$ cat config.mk
export PLATFORM = sky130hd
export DESIGN_NAME = tsq_top
export DESIGN_NICKNAME = d
export VERILOG_FILES = /design/src/hw/tsq_pkg.sv /design/src/hw/tsq_top.sv
export SDC_FILE = /design/constraint.sdc
export NUM_CORES = 2
export LEC_CHECK = 0
export ABC_CLOCK_PERIOD_IN_PS = 27800
export BUFFER_PORTS_ARGS = -buffer_cell sky130_fd_sc_hd__buf_4
export CORE_MARGIN = 2
export CORE_UTILIZATION = 25
export CTS_BUF_LIST = sky130_fd_sc_hd__clkbuf_8 sky130_fd_sc_hd__clkbuf_16
export DETAILED_ROUTE_END_ITERATION = 8
export MAX_ROUTING_LAYER = met4
export PLACE_DENSITY = 0.5
export SLEW_MARGIN = 5
export SYNTH_ARGS = -nofsm -noshare
export SYNTH_HDL_FRONTEND = slang
export SYNTH_SLANG_ARGS = --single-unit
$ cat constraint.sdc
create_clock -name clk -period 27.8 [get_ports clk]
set_input_delay 2.78 -clock clk [delete_from_list [all_inputs] [get_ports clk]]
set_output_delay 2.78 -clock clk [all_outputs]
set_load 0.05 [all_outputs]
$ cat src/hw/tsq_pkg.sv
// Constants, types and register map of the trigger and setup sequencer.
// Behaviour
// - Trigger copies setup one above step pointer.
// - Triggers ignored until trigger enable command.
// - Source external pulse or GET/execute/talk; default external.
// - Only the picked trigger source acts.
// - Trigger during transfer dropped, lamp, overrun cause.
// - After transfer time, triggers accepted again.
// - Trigger before settling ends flags not-settled.
// - Poll status shows ready and settle done.
// - Make-before-break: close new, then open old.
// - Break-before-make: open old, then close new.
// - Each intermediate setup adds one transfer and one relay settle.
// - Both row kinds: four phases, settle each.
// - External trigger edge chosen by edge command.
// - Settle done polarity set by polarity command.
// - Settle done after relay plus programmed settle.
// - Reset repeats power-up setup without self-check.
// - Loop error at reset forces stand-alone.
// - Address default 18; 0-30 alone, 31-60 master.
// - Crosspoint commands hit relays only at pointer zero.
// - Commands are letters with options, parsed in turn.
// - Erase opens setup; shut closes; release opens points.
// - Trigger in programmed settle runs but lights lamp.
package tsq_pkg;
    // ----------------------------------------
    // Timing
    // ----------------------------------------
    localparam int unsigned CLK_HZ = 20_000_000;
    localparam int unsigned MS_PER_S = 1000;
    localparam int unsigned US_PER_S = 1_000_000;
    localparam int unsigned CYC_PER_MS = CLK_HZ / MS_PER_S;
    localparam int unsigned XFER_US = 100;
    localparam int unsigned CYC_XFER = XFER_US * (CLK_HZ / US_PER_S);
    localparam int unsigned RELAY_MS = 3;
    localparam int unsigned CYC_RELAY = RELAY_MS * CYC_PER_MS;
    // ----------------------------------------
    // Register offsets and fields
    // ----------------------------------------
    localparam logic [7:0] ADDR_CMD = 8'h00;
    localparam logic [7:0] ADDR_SETTLE = 8'h04;
    localparam logic [7:0] ADDR_ROWS = 8'h08;
    localparam logic [7:0] ADDR_PTR = 8'h0C;
    localparam logic [7:0] ADDR_STAT = 8'h10;
    localparam logic [7:0] ADDR_ERR = 8'h14;
    localparam logic [7:0] ADDR_RELAY = 8'h18;
    localparam int unsigned LET_LSB = 0;
    localparam int unsigned OPT1_LSB = 8;
    localparam int unsigned OPT2_LSB = 16;
    localparam int unsigned MB_LSB = 0;
    localparam int unsigned BM_LSB = 8;
    localparam int unsigned STEP_LSB = 8;
    localparam int unsigned ST_READY = 0;
    localparam int unsigned ST_SETTLED = 1;
    localparam int unsigned ST_FAULT = 2;
    localparam int unsigned ERR_OVR = 0;
    localparam int unsigned ERR_NSET = 1;
    // ----------------------------------------
    // Command letters
    // ----------------------------------------
    localparam logic [7:0] CMD_ENABLE = 8'h46;
    localparam logic [7:0] CMD_SOURCE = 8'h54;
    localparam logic [7:0] CMD_EDGE = 8'h41;
    localparam logic [7:0] CMD_POL = 8'h42;
    localparam logic [7:0] CMD_ERASE = 8'h50;
    localparam logic [7:0] CMD_SHUT = 8'h43;
    localparam logic [7:0] CMD_RELEASE = 8'h4E;
    // ----------------------------------------
    // Address switch limits
    // ----------------------------------------
    localparam logic [5:0] DEF_BUS_ADDR = 6'h12;
    localparam logic [5:0] SA_MAX = 6'h1E;
    localparam logic [5:0] MS_MIN = 6'h1F;
    localparam logic [5:0] MS_MAX = 6'h3C;
    localparam logic [5:0] MS_OFFSET = 6'h1E;
    typedef enum logic [1:0] {SRC_EXT, SRC_GET, SRC_EXEC, SRC_TALK} tsq_src_e;
    typedef enum {S_IDLE, S_XFER, S_MID, S_RLY, S_PROG} tsq_state_e;
endpackage

$ cat src/hw/tsq_top.sv
// Trigger handling and relay setup sequencing for the crosspoint matrix.
`timescale 1ns/1ps
module tsq_top #(
    parameter int unsigned ROWS = 4,
    parameter int unsigned COLS = 8,
    parameter int unsigned SETUPS = 16,
    parameter int unsigned CYC_MS = tsq_pkg::CYC_PER_MS,
    parameter int unsigned RELAY_CYC = tsq_pkg::CYC_RELAY
) (
    input wire logic clk,
    input wire logic resetn,
    input wire logic [7:0] addr,
    input wire logic [31:0] wdata,
    input wire logic wr,
    input wire logic rd,
    output logic [31:0] rdata,
    input wire logic ext_stim_jack,
    input wire logic get_evt,
    input wire logic exec_evt,
    input wire logic talk_evt,
    input wire logic [5:0] addr_sw,
    input wire logic master_sw,
    input wire logic loop_err,
    output logic [ROWS*COLS-1:0] relay_out,
    output logic trigger_ready,
    output logic settle_done_out,
    output logic fault_lamp,
    output logic [7:0] poll_status,
    output logic [5:0] bus_addr,
    output logic master_active
);
    import tsq_pkg::*;

    localparam int unsigned NX = ROWS * COLS;
    localparam int unsigned PW = $clog2(SETUPS);
    localparam int unsigned RW = $clog2(ROWS);
    localparam int unsigned CW = $clog2(COLS);
    localparam int unsigned TW = $clog2(RELAY_CYC + CYC_XFER + 1);
    localparam int unsigned MW = $clog2(CYC_MS + 1);

    // ----------------------------------------
    // Reset release
    // ----------------------------------------
    logic rst_ff1_r; // First stage, read only by the second.
    logic rst_ff2_r; // Synchronised reset used everywhere.
    logic rstn_s;

    // Asynchronous assert, synchronous release, so no flop leaves
    // reset on a different edge than its neighbours.
    always_ff @(posedge clk or negedge resetn) begin
        if (!resetn) begin
            rst_ff1_r <= 1'b0;
            rst_ff2_r <= 1'b0;
        end else begin
            rst_ff1_r <= 1'b1;
            rst_ff2_r <= rst_ff1_r;
        end
    end
    assign rstn_s = rst_ff2_r;

    // ----------------------------------------
    // Software registers
    // ----------------------------------------
    logic trig_en_r; // Triggers enabled.
    tsq_src_e src_r; // Selected trigger source.
    logic rise_r; // External edge: one for rising.
    logic pol_r; // Settle done output high-true when one.
    logic [15:0] settle_ms_r; // Programmed settling time in ms.
    logic [ROWS-1:0] mb_r; // Make-before-break rows.
    logic [ROWS-1:0] bm_r; // Break-before-make rows.
    logic [PW-1:0] edit_r; // Edit pointer.
    logic [1:0] err_r; // Error cause bits.
    logic fault_r; // Fault lamp.

    logic cmd_we;
    logic [7:0] let_w;
    logic [7:0] opt1_w;
    logic [7:0] opt2_w;
    logic [ROWS-1:0] mb_w;
    logic [ROWS-1:0] bm_w;

    assign cmd_we = wr && (addr == ADDR_CMD);
    assign let_w = wdata[LET_LSB +: 8];
    assign opt1_w = wdata[OPT1_LSB +: 8];
    assign opt2_w = wdata[OPT2_LSB +: 8];
    assign mb_w = wdata[MB_LSB +: ROWS];
    // A row chosen for both kinds keeps make-before-break only.
    assign bm_w = wdata[BM_LSB +: ROWS] & ~mb_w;

    // Each command word carries one letter; a string of commands is
    // issued as successive writes and decoded strictly in order.
    always_ff @(posedge clk or negedge rstn_s) begin
        if (!rstn_s) begin
            trig_en_r <= 1'b0;
            src_r <= SRC_EXT;
            rise_r <= 1'b0;
            pol_r <= 1'b1;
        end else if (cmd_we) begin
            unique case (let_w)
                CMD_ENABLE: trig_en_r <= opt1_w[0];
                CMD_SOURCE: src_r <= tsq_src_e'(opt1_w[1:0]);
                CMD_EDGE: rise_r <= opt1_w[0];
                CMD_POL: pol_r <= opt1_w[0];
                default: ; // Other letters are handled elsewhere or ignored.
            endcase
        end
    end

    // Switching parameters and the edit pointer.
    always_ff @(posedge clk or negedge rstn_s) begin
        if (!rstn_s) begin
            settle_ms_r <= 16'h0000;
            mb_r <= '0;
            bm_r <= '0;
            edit_r <= '0;
        end else if (wr) begin
            if (addr == ADDR_SETTLE) begin
                settle_ms_r <= wdata[15:0];
            end
            if (addr == ADDR_ROWS) begin
                mb_r <= mb_w;
                bm_r <= bm_w;
            end
            if (addr == ADDR_PTR) begin
                edit_r <= wdata[PW-1:0];
            end
        end
    end

    // ----------------------------------------
    // Trigger sources
    // ----------------------------------------
    logic ext_s1_r; // Read only by the second stage.
    logic ext_s2_r;
    logic ext_s3_r;
    logic ext_lvl_r; // Filtered level of the jack.
    logic ext_edge;
    logic trig;

    // Three stages; a level change is believed once stages two and
    // three agree, which also rejects a one-cycle glitch.
    always_ff @(posedge clk or negedge rstn_s) begin
        if (!rstn_s) begin
            ext_s1_r <= 1'b1;
            ext_s2_r <= 1'b1;
            ext_s3_r <= 1'b1;
            ext_lvl_r <= 1'b1;
        end else begin
            ext_s1_r <= ext_stim_jack;
            ext_s2_r <= ext_s1_r;
            ext_s3_r <= ext_s2_r;
            if (ext_s2_r == ext_s3_r) begin
                ext_lvl_r <= ext_s3_r;
            end
        end
    end

    assign ext_edge = (ext_s2_r == ext_s3_r) && (ext_s3_r != ext_lvl_r)
                      && (ext_s3_r == rise_r);

    // Only the selected source can fire, and only while enabled.
    always_comb begin
        unique case (src_r)
            SRC_EXT: trig = ext_edge;
            SRC_GET: trig = get_evt;
            SRC_EXEC: trig = exec_evt;
            SRC_TALK: trig = talk_evt;
        endcase
        trig = trig && trig_en_r;
    end

    // ----------------------------------------
    // Setup memory and row masks
    // ----------------------------------------
    logic [NX-1:0] mem_r [SETUPS]; // Stored setups; entry zero unused.
    logic [NX-1:0] mbx;
    logic [NX-1:0] bmx;
    logic [RW+CW-1:0] xp_w; // Crosspoint bit named by a command.
    logic xp_cmd;
    logic [PW-1:0] erase_w;

    genvar gr;
    generate
        for (gr = 0; gr < ROWS; gr++) begin : g_row
            assign mbx[gr*COLS +: COLS] = {COLS{mb_r[gr]}};
            assign bmx[gr*COLS +: COLS] = {COLS{bm_r[gr]}};
        end
    endgenerate

    assign xp_w = {opt1_w[RW-1:0], opt2_w[CW-1:0]};
    assign xp_cmd = cmd_we && ((let_w == CMD_SHUT) || (let_w == CMD_RELEASE));
    assign erase_w = opt1_w[PW-1:0];

    // Shut and release with a nonzero edit pointer edit memory only; the
    // relays are left alone so a setup can be prepared off-line.
    always_ff @(posedge clk or negedge rstn_s) begin
        if (!rstn_s) begin
            for (int i = 0; i < SETUPS; i++) begin
                mem_r[i] <= '0;
            end
        end else if (cmd_we) begin
            if ((let_w == CMD_ERASE) && (erase_w != '0)) begin
                mem_r[erase_w] <= '0;
            end
            if (xp_cmd && (edit_r != '0)) begin
                mem_r[edit_r][xp_w] <= (let_w == CMD_SHUT);
            end
        end
    end

    // ----------------------------------------
    // Sequencer
    // ----------------------------------------
    tsq_state_e st_r;
    logic [TW-1:0] cnt_r; // Transfer and relay settle timer.
    logic [MW-1:0] ms_cnt_r; // Millisecond divider.
    logic [15:0] ms_left_r; // Programmed settle remaining.
    logic [NX-1:0] relay_r;
    logic [NX-1:0] cur_r; // Relays before the change.
    logic [NX-1:0] tgt_r; // Final setup.
    logic [PW-1:0] step_r; // Relay step pointer.
    logic [PW-1:0] step_nxt;
    logic [3:0] ph_en_r; // Enabled phases.
    logic [1:0] ph_r; // Phase in progress.
    logic [1:0] ph_nxt;
    logic [3:0] en_w;
    logic [NX-1:0] s1;
    logic [NX-1:0] s2;
    logic [NX-1:0] s3;
    logic [NX-1:0] stage;
    logic accept;
    logic busy;

    assign step_nxt = (step_r == PW'(SETUPS - 1)) ? PW'(1) : step_r + PW'(1);
    // Phase one needs break rows, two needs make rows, three needs
    // both; the last phase always runs.
    assign en_w = {1'b1, (|mb_r) && (|bm_r), |mb_r, |bm_r};
    assign busy = (st_r == S_XFER) || (st_r == S_MID);
    assign accept = trig && !busy;

    // Intermediate setups chained from the present relays.
    assign s1 = cur_r & ~bmx;
    assign s2 = s1 | (tgt_r & mbx);
    assign s3 = (s2 & ~mbx) | (tgt_r & mbx);

    always_comb begin
        unique case (ph_r)
            2'd0: stage = s1;
            2'd1: stage = s2;
            2'd2: stage = s3;
            2'd3: stage = tgt_r;
        endcase
    end

    // Next enabled phase after the current one.
    always_comb begin
        ph_nxt = 2'd3;
        for (int k = 2; k >= 0; k--) begin
            if ((k > ph_r) && ph_en_r[k]) begin
                ph_nxt = 2'(k);
            end
        end
    end

    // Main flow: a transfer and one relay settle per intermediate
    // setup, then a transfer, relay settle and programmed settle for the last.
    always_ff @(posedge clk or negedge rstn_s) begin
        if (!rstn_s) begin
            st_r <= S_IDLE;
            cnt_r <= '0;
            ms_cnt_r <= '0;
            ms_left_r <= 16'h0000;
            relay_r <= '0;
            cur_r <= '0;
            tgt_r <= '0;
            step_r <= '0;
            ph_en_r <= 4'h8;
            ph_r <= 2'd3;
        end else begin
            // Direct relay edits at pointer zero.
            if (cmd_we && (let_w == CMD_ERASE) && (erase_w == '0)) begin
                relay_r <= '0;
            end
            if (xp_cmd && (edit_r == '0)) begin
                relay_r[xp_w] <= (let_w == CMD_SHUT);
            end
            if (accept) begin
                cur_r <= relay_r;
                tgt_r <= mem_r[step_nxt];
                step_r <= step_nxt;
                ph_en_r <= en_w;
                ph_r <= en_w[0] ? 2'd0 : (en_w[1] ? 2'd1 : 2'd3);
                cnt_r <= TW'(CYC_XFER - 1);
                st_r <= S_XFER;
            end else begin
                unique case (st_r)
                    S_IDLE: ;
                    S_XFER: begin
                        if (cnt_r == '0) begin
                            relay_r <= stage;
                            cnt_r <= TW'(RELAY_CYC - 1);
                            st_r <= (ph_r == 2'd3) ? S_RLY : S_MID;
                        end else begin
                            cnt_r <= cnt_r - TW'(1);
                        end
                    end
                    S_MID: begin
                        // One full relay settle for this intermediate.
                        if (cnt_r == '0) begin
                            ph_r <= ph_nxt;
                            cnt_r <= TW'(CYC_XFER - 1);
                            st_r <= S_XFER;
                        end else begin
                            cnt_r <= cnt_r - TW'(1);
                        end
                    end
                    S_RLY: begin
                        if (cnt_r == '0) begin
                            ms_cnt_r <= MW'(CYC_MS - 1);
                            ms_left_r <= settle_ms_r;
                            st_r <= (settle_ms_r == 16'h0000) ? S_IDLE : S_PROG;
                        end else begin
                            cnt_r <= cnt_r - TW'(1);
                        end
                    end
                    S_PROG: begin
                        // Millisecond enable pulse counts the programmed time.
                        if (ms_cnt_r == '0) begin
                            ms_cnt_r <= MW'(CYC_MS - 1);
                            ms_left_r <= ms_left_r - 16'h0001;
                            if (ms_left_r == 16'h0001) begin
                                st_r <= S_IDLE;
                            end
                        end else begin
                            ms_cnt_r <= ms_cnt_r - MW'(1);
                        end
                    end
                endcase
            end
        end
    end

    // ----------------------------------------
    // Errors and fault lamp
    // ----------------------------------------
    logic err_rd;
    logic ovr_set;
    logic nset_set;

    assign err_rd = rd && (addr == ADDR_ERR);
    assign ovr_set = trig && busy;
    assign nset_set = trig && ((st_r == S_RLY) || (st_r == S_PROG));

    // Reading the cause clears it; a new error in that cycle wins so
    // that no event slips between the read and the clear.
    always_ff @(posedge clk or negedge rstn_s) begin
        if (!rstn_s) begin
            err_r <= 2'b00;
            fault_r <= 1'b0;
        end else begin
            if (err_rd) begin
                err_r <= 2'b00;
                fault_r <= 1'b0;
            end
            if (ovr_set) begin
                err_r[ERR_OVR] <= 1'b1;
            end
            if (nset_set) begin
                err_r[ERR_NSET] <= 1'b1;
            end
            if (ovr_set || nset_set) begin
                fault_r <= 1'b1;
            end
        end
    end

    // ----------------------------------------
    // Status outputs
    // ----------------------------------------
    logic ready_w;
    logic done_w;
    logic ready_r;
    logic sd_r;
    logic [7:0] poll_r;

    assign ready_w = !busy && !accept;
    assign done_w = (st_r == S_IDLE) && !accept;

    // Output flops; settle done gets its programmed polarity here.
    always_ff @(posedge clk or negedge rstn_s) begin
        if (!rstn_s) begin
            ready_r <= 1'b1;
            sd_r <= 1'b1;
            poll_r <= 8'h03;
        end else begin
            ready_r <= ready_w;
            sd_r <= pol_r ? done_w : !done_w;
            poll_r <= '0;
            poll_r[ST_READY] <= ready_w;
            poll_r[ST_SETTLED] <= done_w;
            poll_r[ST_FAULT] <= fault_r || ovr_set || nset_set;
        end
    end

    // ----------------------------------------
    // Address straps
    // ----------------------------------------
    logic strap_done_r; // Straps caught once after each reset.
    logic [5:0] addr_r;
    logic master_r;
    logic sa_ok;
    logic ms_ok;

    assign sa_ok = addr_sw <= SA_MAX;
    assign ms_ok = (addr_sw >= MS_MIN) && (addr_sw <= MS_MAX);

    // Straps are read on the first edge after release, so a reset
    // key press re-runs the same start-up as power-up.
    always_ff @(posedge clk or negedge rstn_s) begin
        if (!rstn_s) begin
            strap_done_r <= 1'b0;
            addr_r <= DEF_BUS_ADDR;
            master_r <= 1'b0;
        end else if (!strap_done_r) begin
            strap_done_r <= 1'b1;
            if (master_sw && ms_ok) begin
                addr_r <= addr_sw - MS_OFFSET;
                master_r <= !loop_err;
            end else if (!master_sw && sa_ok) begin
                addr_r <= addr_sw;
            end else begin
                addr_r <= DEF_BUS_ADDR;
            end
        end
    end

    // ----------------------------------------
    // Register reads
    // ----------------------------------------
    logic [31:0] rdata_r;

    // Read data stands only in the cycle after the strobe.
    always_ff @(posedge clk or negedge rstn_s) begin
        if (!rstn_s) begin
            rdata_r <= '0;
        end else begin
            rdata_r <= '0;
            if (rd) begin
                unique case (addr)
                    ADDR_SETTLE: rdata_r <= {16'h0000, settle_ms_r};
                    ADDR_ROWS: begin
                        rdata_r[MB_LSB +: ROWS] <= mb_r;
                        rdata_r[BM_LSB +: ROWS] <= bm_r;
                    end
                    ADDR_PTR: begin
                        rdata_r[PW-1:0] <= edit_r;
                        rdata_r[STEP_LSB +: PW] <= step_r;
                    end
                    ADDR_STAT: rdata_r <= {24'h000000, poll_r};
                    ADDR_ERR: rdata_r <= {30'h00000000, err_r};
                    ADDR_RELAY: rdata_r <= 32'(relay_r);
                    default: rdata_r <= '0; // Unmapped reads as zero.
                endcase
            end
        end
    end

    assign rdata = rdata_r;
    assign relay_out = relay_r;
    assign trigger_ready = ready_r;
    assign settle_done_out = sd_r;
    assign fault_lamp = fault_r;
    assign poll_status = poll_r;
    assign bus_addr = addr_r;
    assign master_active = master_r;
endmodule // tsq_top

==> implementation parameters <==
Parameter                              Value

Pwr
  P_leak    17.1 nW
  Total power density per cell area    55.5 nW/µm²
  IR Drop Worst-Case VDD    a little under 0.05 mV

Worst setup path
  Arrival time at the worst endpoint    around 6.5 ns
  CP required    about 28 ns
  Endpoint class of the critical path    flop
  Classification of the worst setup path    in -> reg
  Crit start category    input port
  Depth of the worst register-to-register path    5
  Critical path fanouts, max    67

Logic synthesis
  Synth async-reset ratio    100%
  Number of warnings issued by yosys    0
  Seq cells post-synth    between 700 and 800
  Syn Area/Cell    10.1 µm²
  Cell variety after synth    75
  Post-synthesis instance total    3676
  Share of synthesized area occupied by flip-flops and latches    50.8%
  Dominant register cell in the synthesized netlist    sky130_fd_sc_hd__dfrtp_1
  Proportion of netlist area held by the largest area contributor    50.0%
  Synth area leader    sky130_fd_sc_hd__dfrtp_1
  Post-synth EDFFs    0
  Netlist area before placement    around 37000 µm²
  Top cells by area in the synthesized netlist    sky130_fd_sc_hd__dfrtp_1 50%, sky130_fd_sc_hd__o211ai_1 8.9%, sky130_fd_sc_hd__o31ai_1 5.1%, sky130_fd_sc_hd__nand2_1 4.5%, sky130_fd_sc_hd__o21ai_0 4.2%

Die
  Row cnt    141
  Floorplan die height    389 µm
  Initial Util    25.1%
  Core region area    ~150000 µm²
  Die span in x    about 390 µm
  Num ports    roughly 140
  Area of the die    between 150000 and 200000 µm²

Route
  Via density per instance    roughly 5.5
  Routed wire length    138000 µm
  Count of TritonRoute iterations in the first routing pass    6
  Initial detailed-routing violation count    3059
  WL/cell    24.6 µm
  Total DRC errors in the routed layout    0
  ANT nets after route    0
  Number of vias in the routed layout    30700

Finish
  Area added between synthesis and finish    14.9%
  Number of fill cells in the layout    15300
  Fraction of final layout cells with drive strength greater than 1    13.8%
  Area taken by multi-input logic gates    16900 µm²
  Sequential standard cell area    between 15000 and 20000 µm²
  Final-stage net count    3643

Timing
  Final worst path period need    6.01 ns
  Max-slew violation count    0
  Unrepaired setup endpoints after global routing    no
  Max Freq    166 MHz
  Fin Clk Skew    between 0.06 and 0.07 ns
  Hold violation total from the final report    0
  Period utilization    21.6%
  Slack of the critical path    21.79 ns
  Accumulated negative setup slack    0 ns
  Setup violations, final    0
  Worst Hold Slack    0.347 ns
  Worst-margin pin slew    1.27 ns
  Relative slew margins    15.6%

CTS
  Clock-pin transition on the worst setup and hold timing paths    about 0.060 ns
  Number of gates resized after CTS    0
  Clk Latency, worst-skew pair    approximately 0.7 ns
  Hold_buf cts    0
  Htree depth    3
  CTS Buffer Depth    3
  CTS tree    done
  # clock sinks    752
  CTS Buf Count    89
  Clock Root Buffer    sky130_fd_sc_hd__clkbuf_16
  Total setup buffers inserted after CTS    0

Placed design
  Worst slack, placed    21.26 ns
  Detailed-placement wirelength estimate    roughly 86000 µm
  Port buffer count    about 120
  Final RePlAce weighted congestion    ~0.87

Hold path
  Hold Crit Depth    0
  Class of the tightest hold or removal check    reg -> reg

GRT
  Global-route wire length before repair    205000 µm
  Global-route congestion overflow total    0
  Number of antenna violations at the first check in global routing    11
  Number of global-route vias before repair    29800
  Total Routing Usage GR    a little under a fifth
  Largest net degree at the start of global routing    between 200 and 250

Status
  Status    finished, final reports clean

Flow run
  Count of maximum capacitance violations    0
## cell usage after synthesis, drive strengths merged, types with 19 or more instances
cell    count
nand2     441
o31ai     253
clkbuf    303
mux2i      79
or4        19
a21oi      98
dfrtp     740
o221ai     35
a22oi      47
nor3       39
nor2      128
nand2b     40
mux2       31
o22ai      27
o21ai     336
o211ai    441
buf        77
and3       23
a221oi     19
mux4       69
nand3     176
nor4       29
and2       33
## placed cells by master, fill, tap and decap left out, drive strengths merged, types with 23 or more instances in the layout
| cell | count |
|---|---|
| a21oi | 98 |
| a22oi | 47 |
| and2 | 33 |
| and3 | 23 |
| buf | 188 |
| clkbuf | 111 |
| dfrtp | 740 |
| inv | 41 |
| mux2 | 31 |
| mux2i | 79 |
| mux4 | 69 |
| nand2 | 441 |
| nand2b | 40 |
| nand3 | 176 |
| nor2 | 128 |
| nor3 | 39 |
| nor4 | 29 |
| o211ai | 441 |
| o21ai | 336 |
| o221ai | 35 |
| o22ai | 27 |
| o31ai | 253 |
## worst max-delay path, cell delays in order
cell                      delay [ns]
sky130_fd_sc_hd__buf_4          0.16
sky130_fd_sc_hd__nor3b_1        0.80
sky130_fd_sc_hd__nor2_1         0.28
sky130_fd_sc_hd__nor4_4         0.41
sky130_fd_sc_hd__buf_4          0.81
sky130_fd_sc_hd__nand3_1        0.60
sky130_fd_sc_hd__or3_1          0.53
sky130_fd_sc_hd__mux2i_1        0.15
## stage by stage
stage                     instances  util, %  total power, mW  cell area, µm²
after detailed placement       5419     26.9             1.20           39600
after global placement         5419     26.9             1.20           39600
after floorplan                3681        -             1.17           37100
after CTS                      5579     28.9             2.39           42600
after global routing           5585     28.9             2.44           42600
final                          5585     28.9             2.36           42600
## layer usage
| metal | vias to the layer above | wire length [µm] | global-route usage [%] |
|---|---|---|---|
| met5 | - | 0 | - |
| met4 | 0 | 3760 | 5.31 |
| met3 | 211 | 11200 | 4.40 |
| met2 | 1104 | 61200 | 27.2 |
| met1 | 15600 | 61400 | 24.8 |
| li1 | 13800 | - | - |
## area by class of cell
cell class              count  share of cell area, %
multi-input cells        2535                   39.6
diodes                      6                 0.0353
inverters                  14                  0.123
clock buffers             111                   6.00
flip-flops and latches    752                   44.2
well taps                1930                   5.67
repair buffers            188                   3.37
clock inverters            49                  0.943
## sequential cells by signal (all words and copies together) (netlist names), 2 cells and up
| register | cells |
|---|---|
| bm_r | 4 |
| bus_addr | 6 |
| cnt_r | 16 |
| cur_r | 32 |
| edit_r | 4 |
| err_r | 2 |
| mb_r | 4 |
| mem_r | 512 |
| ms_cnt_r | 15 |
| ms_left_r | 16 |
| ph_en_r | 2 |
| ph_r | 2 |
| poll_status | 3 |
| rdata | 32 |
| relay_out | 32 |
| settle_ms_r | 16 |
| src_r | 2 |
| st_r | 3 |
| step_r | 4 |
| tgt_r | 32 |
## power breakdown
part	switching [mW]	internal [mW]	leakage, nW	total, mW
Clock	0.499	0.686	1.56	1.18
Sequential	0.00684	1.10	10.2	1.11
Combinational	0.0581	0.0147	5.41	0.0728
Total	0.564	1.80	17.1	2.36
## worst paths after layout
check / from / endpoint / slack, ns
hold reg to reg: rst_ff1_r$_DFF_PN0_ / rst_ff2_r$_DFF_PN0_ / 0.35
hold / removal: rst_ff1_r$_DFF_PN0_ / rst_ff2_r$_DFF_PN0_ / 0.35
setup reg to reg: rst_ff2_r$_DFF_PN0_ / mem_r[3]$_DFFE_PN0P_ / 23.09
min in group asynchronous: rst_ff2_r$_DFF_PN0_ / bus_addr[2]$_DFFE_PN0N_ / 0.40
setup / recovery: wdata[2] / mem_r[222]$_DFFE_PN0P_ / 21.79
max in group asynchronous: rst_ff2_r$_DFF_PN0_ / mem_r[3]$_DFFE_PN0P_ / 23.09
## cells by family (layout without fill, tap and decap cells)
family / Yosys count / count (layout) / synth area share (%)
flip-flops: 752 / 752 / 50.8
XOR/XNOR: 9 / 9 / 0.213
AO/OA/AOI/OAI: 1342 / 1342 / 24.6
other: 2 / 13 / 0.0203
multiplexers: 179 / 179 / 7.27
buffers and inverters: 394 / 362 / 4.25
AND/OR/NAND/NOR: 990 / 990 / 12.6
adder cells (fa/ha/maj): 8 / 8 / 0.263
Power figures use the tool's default switching activity.
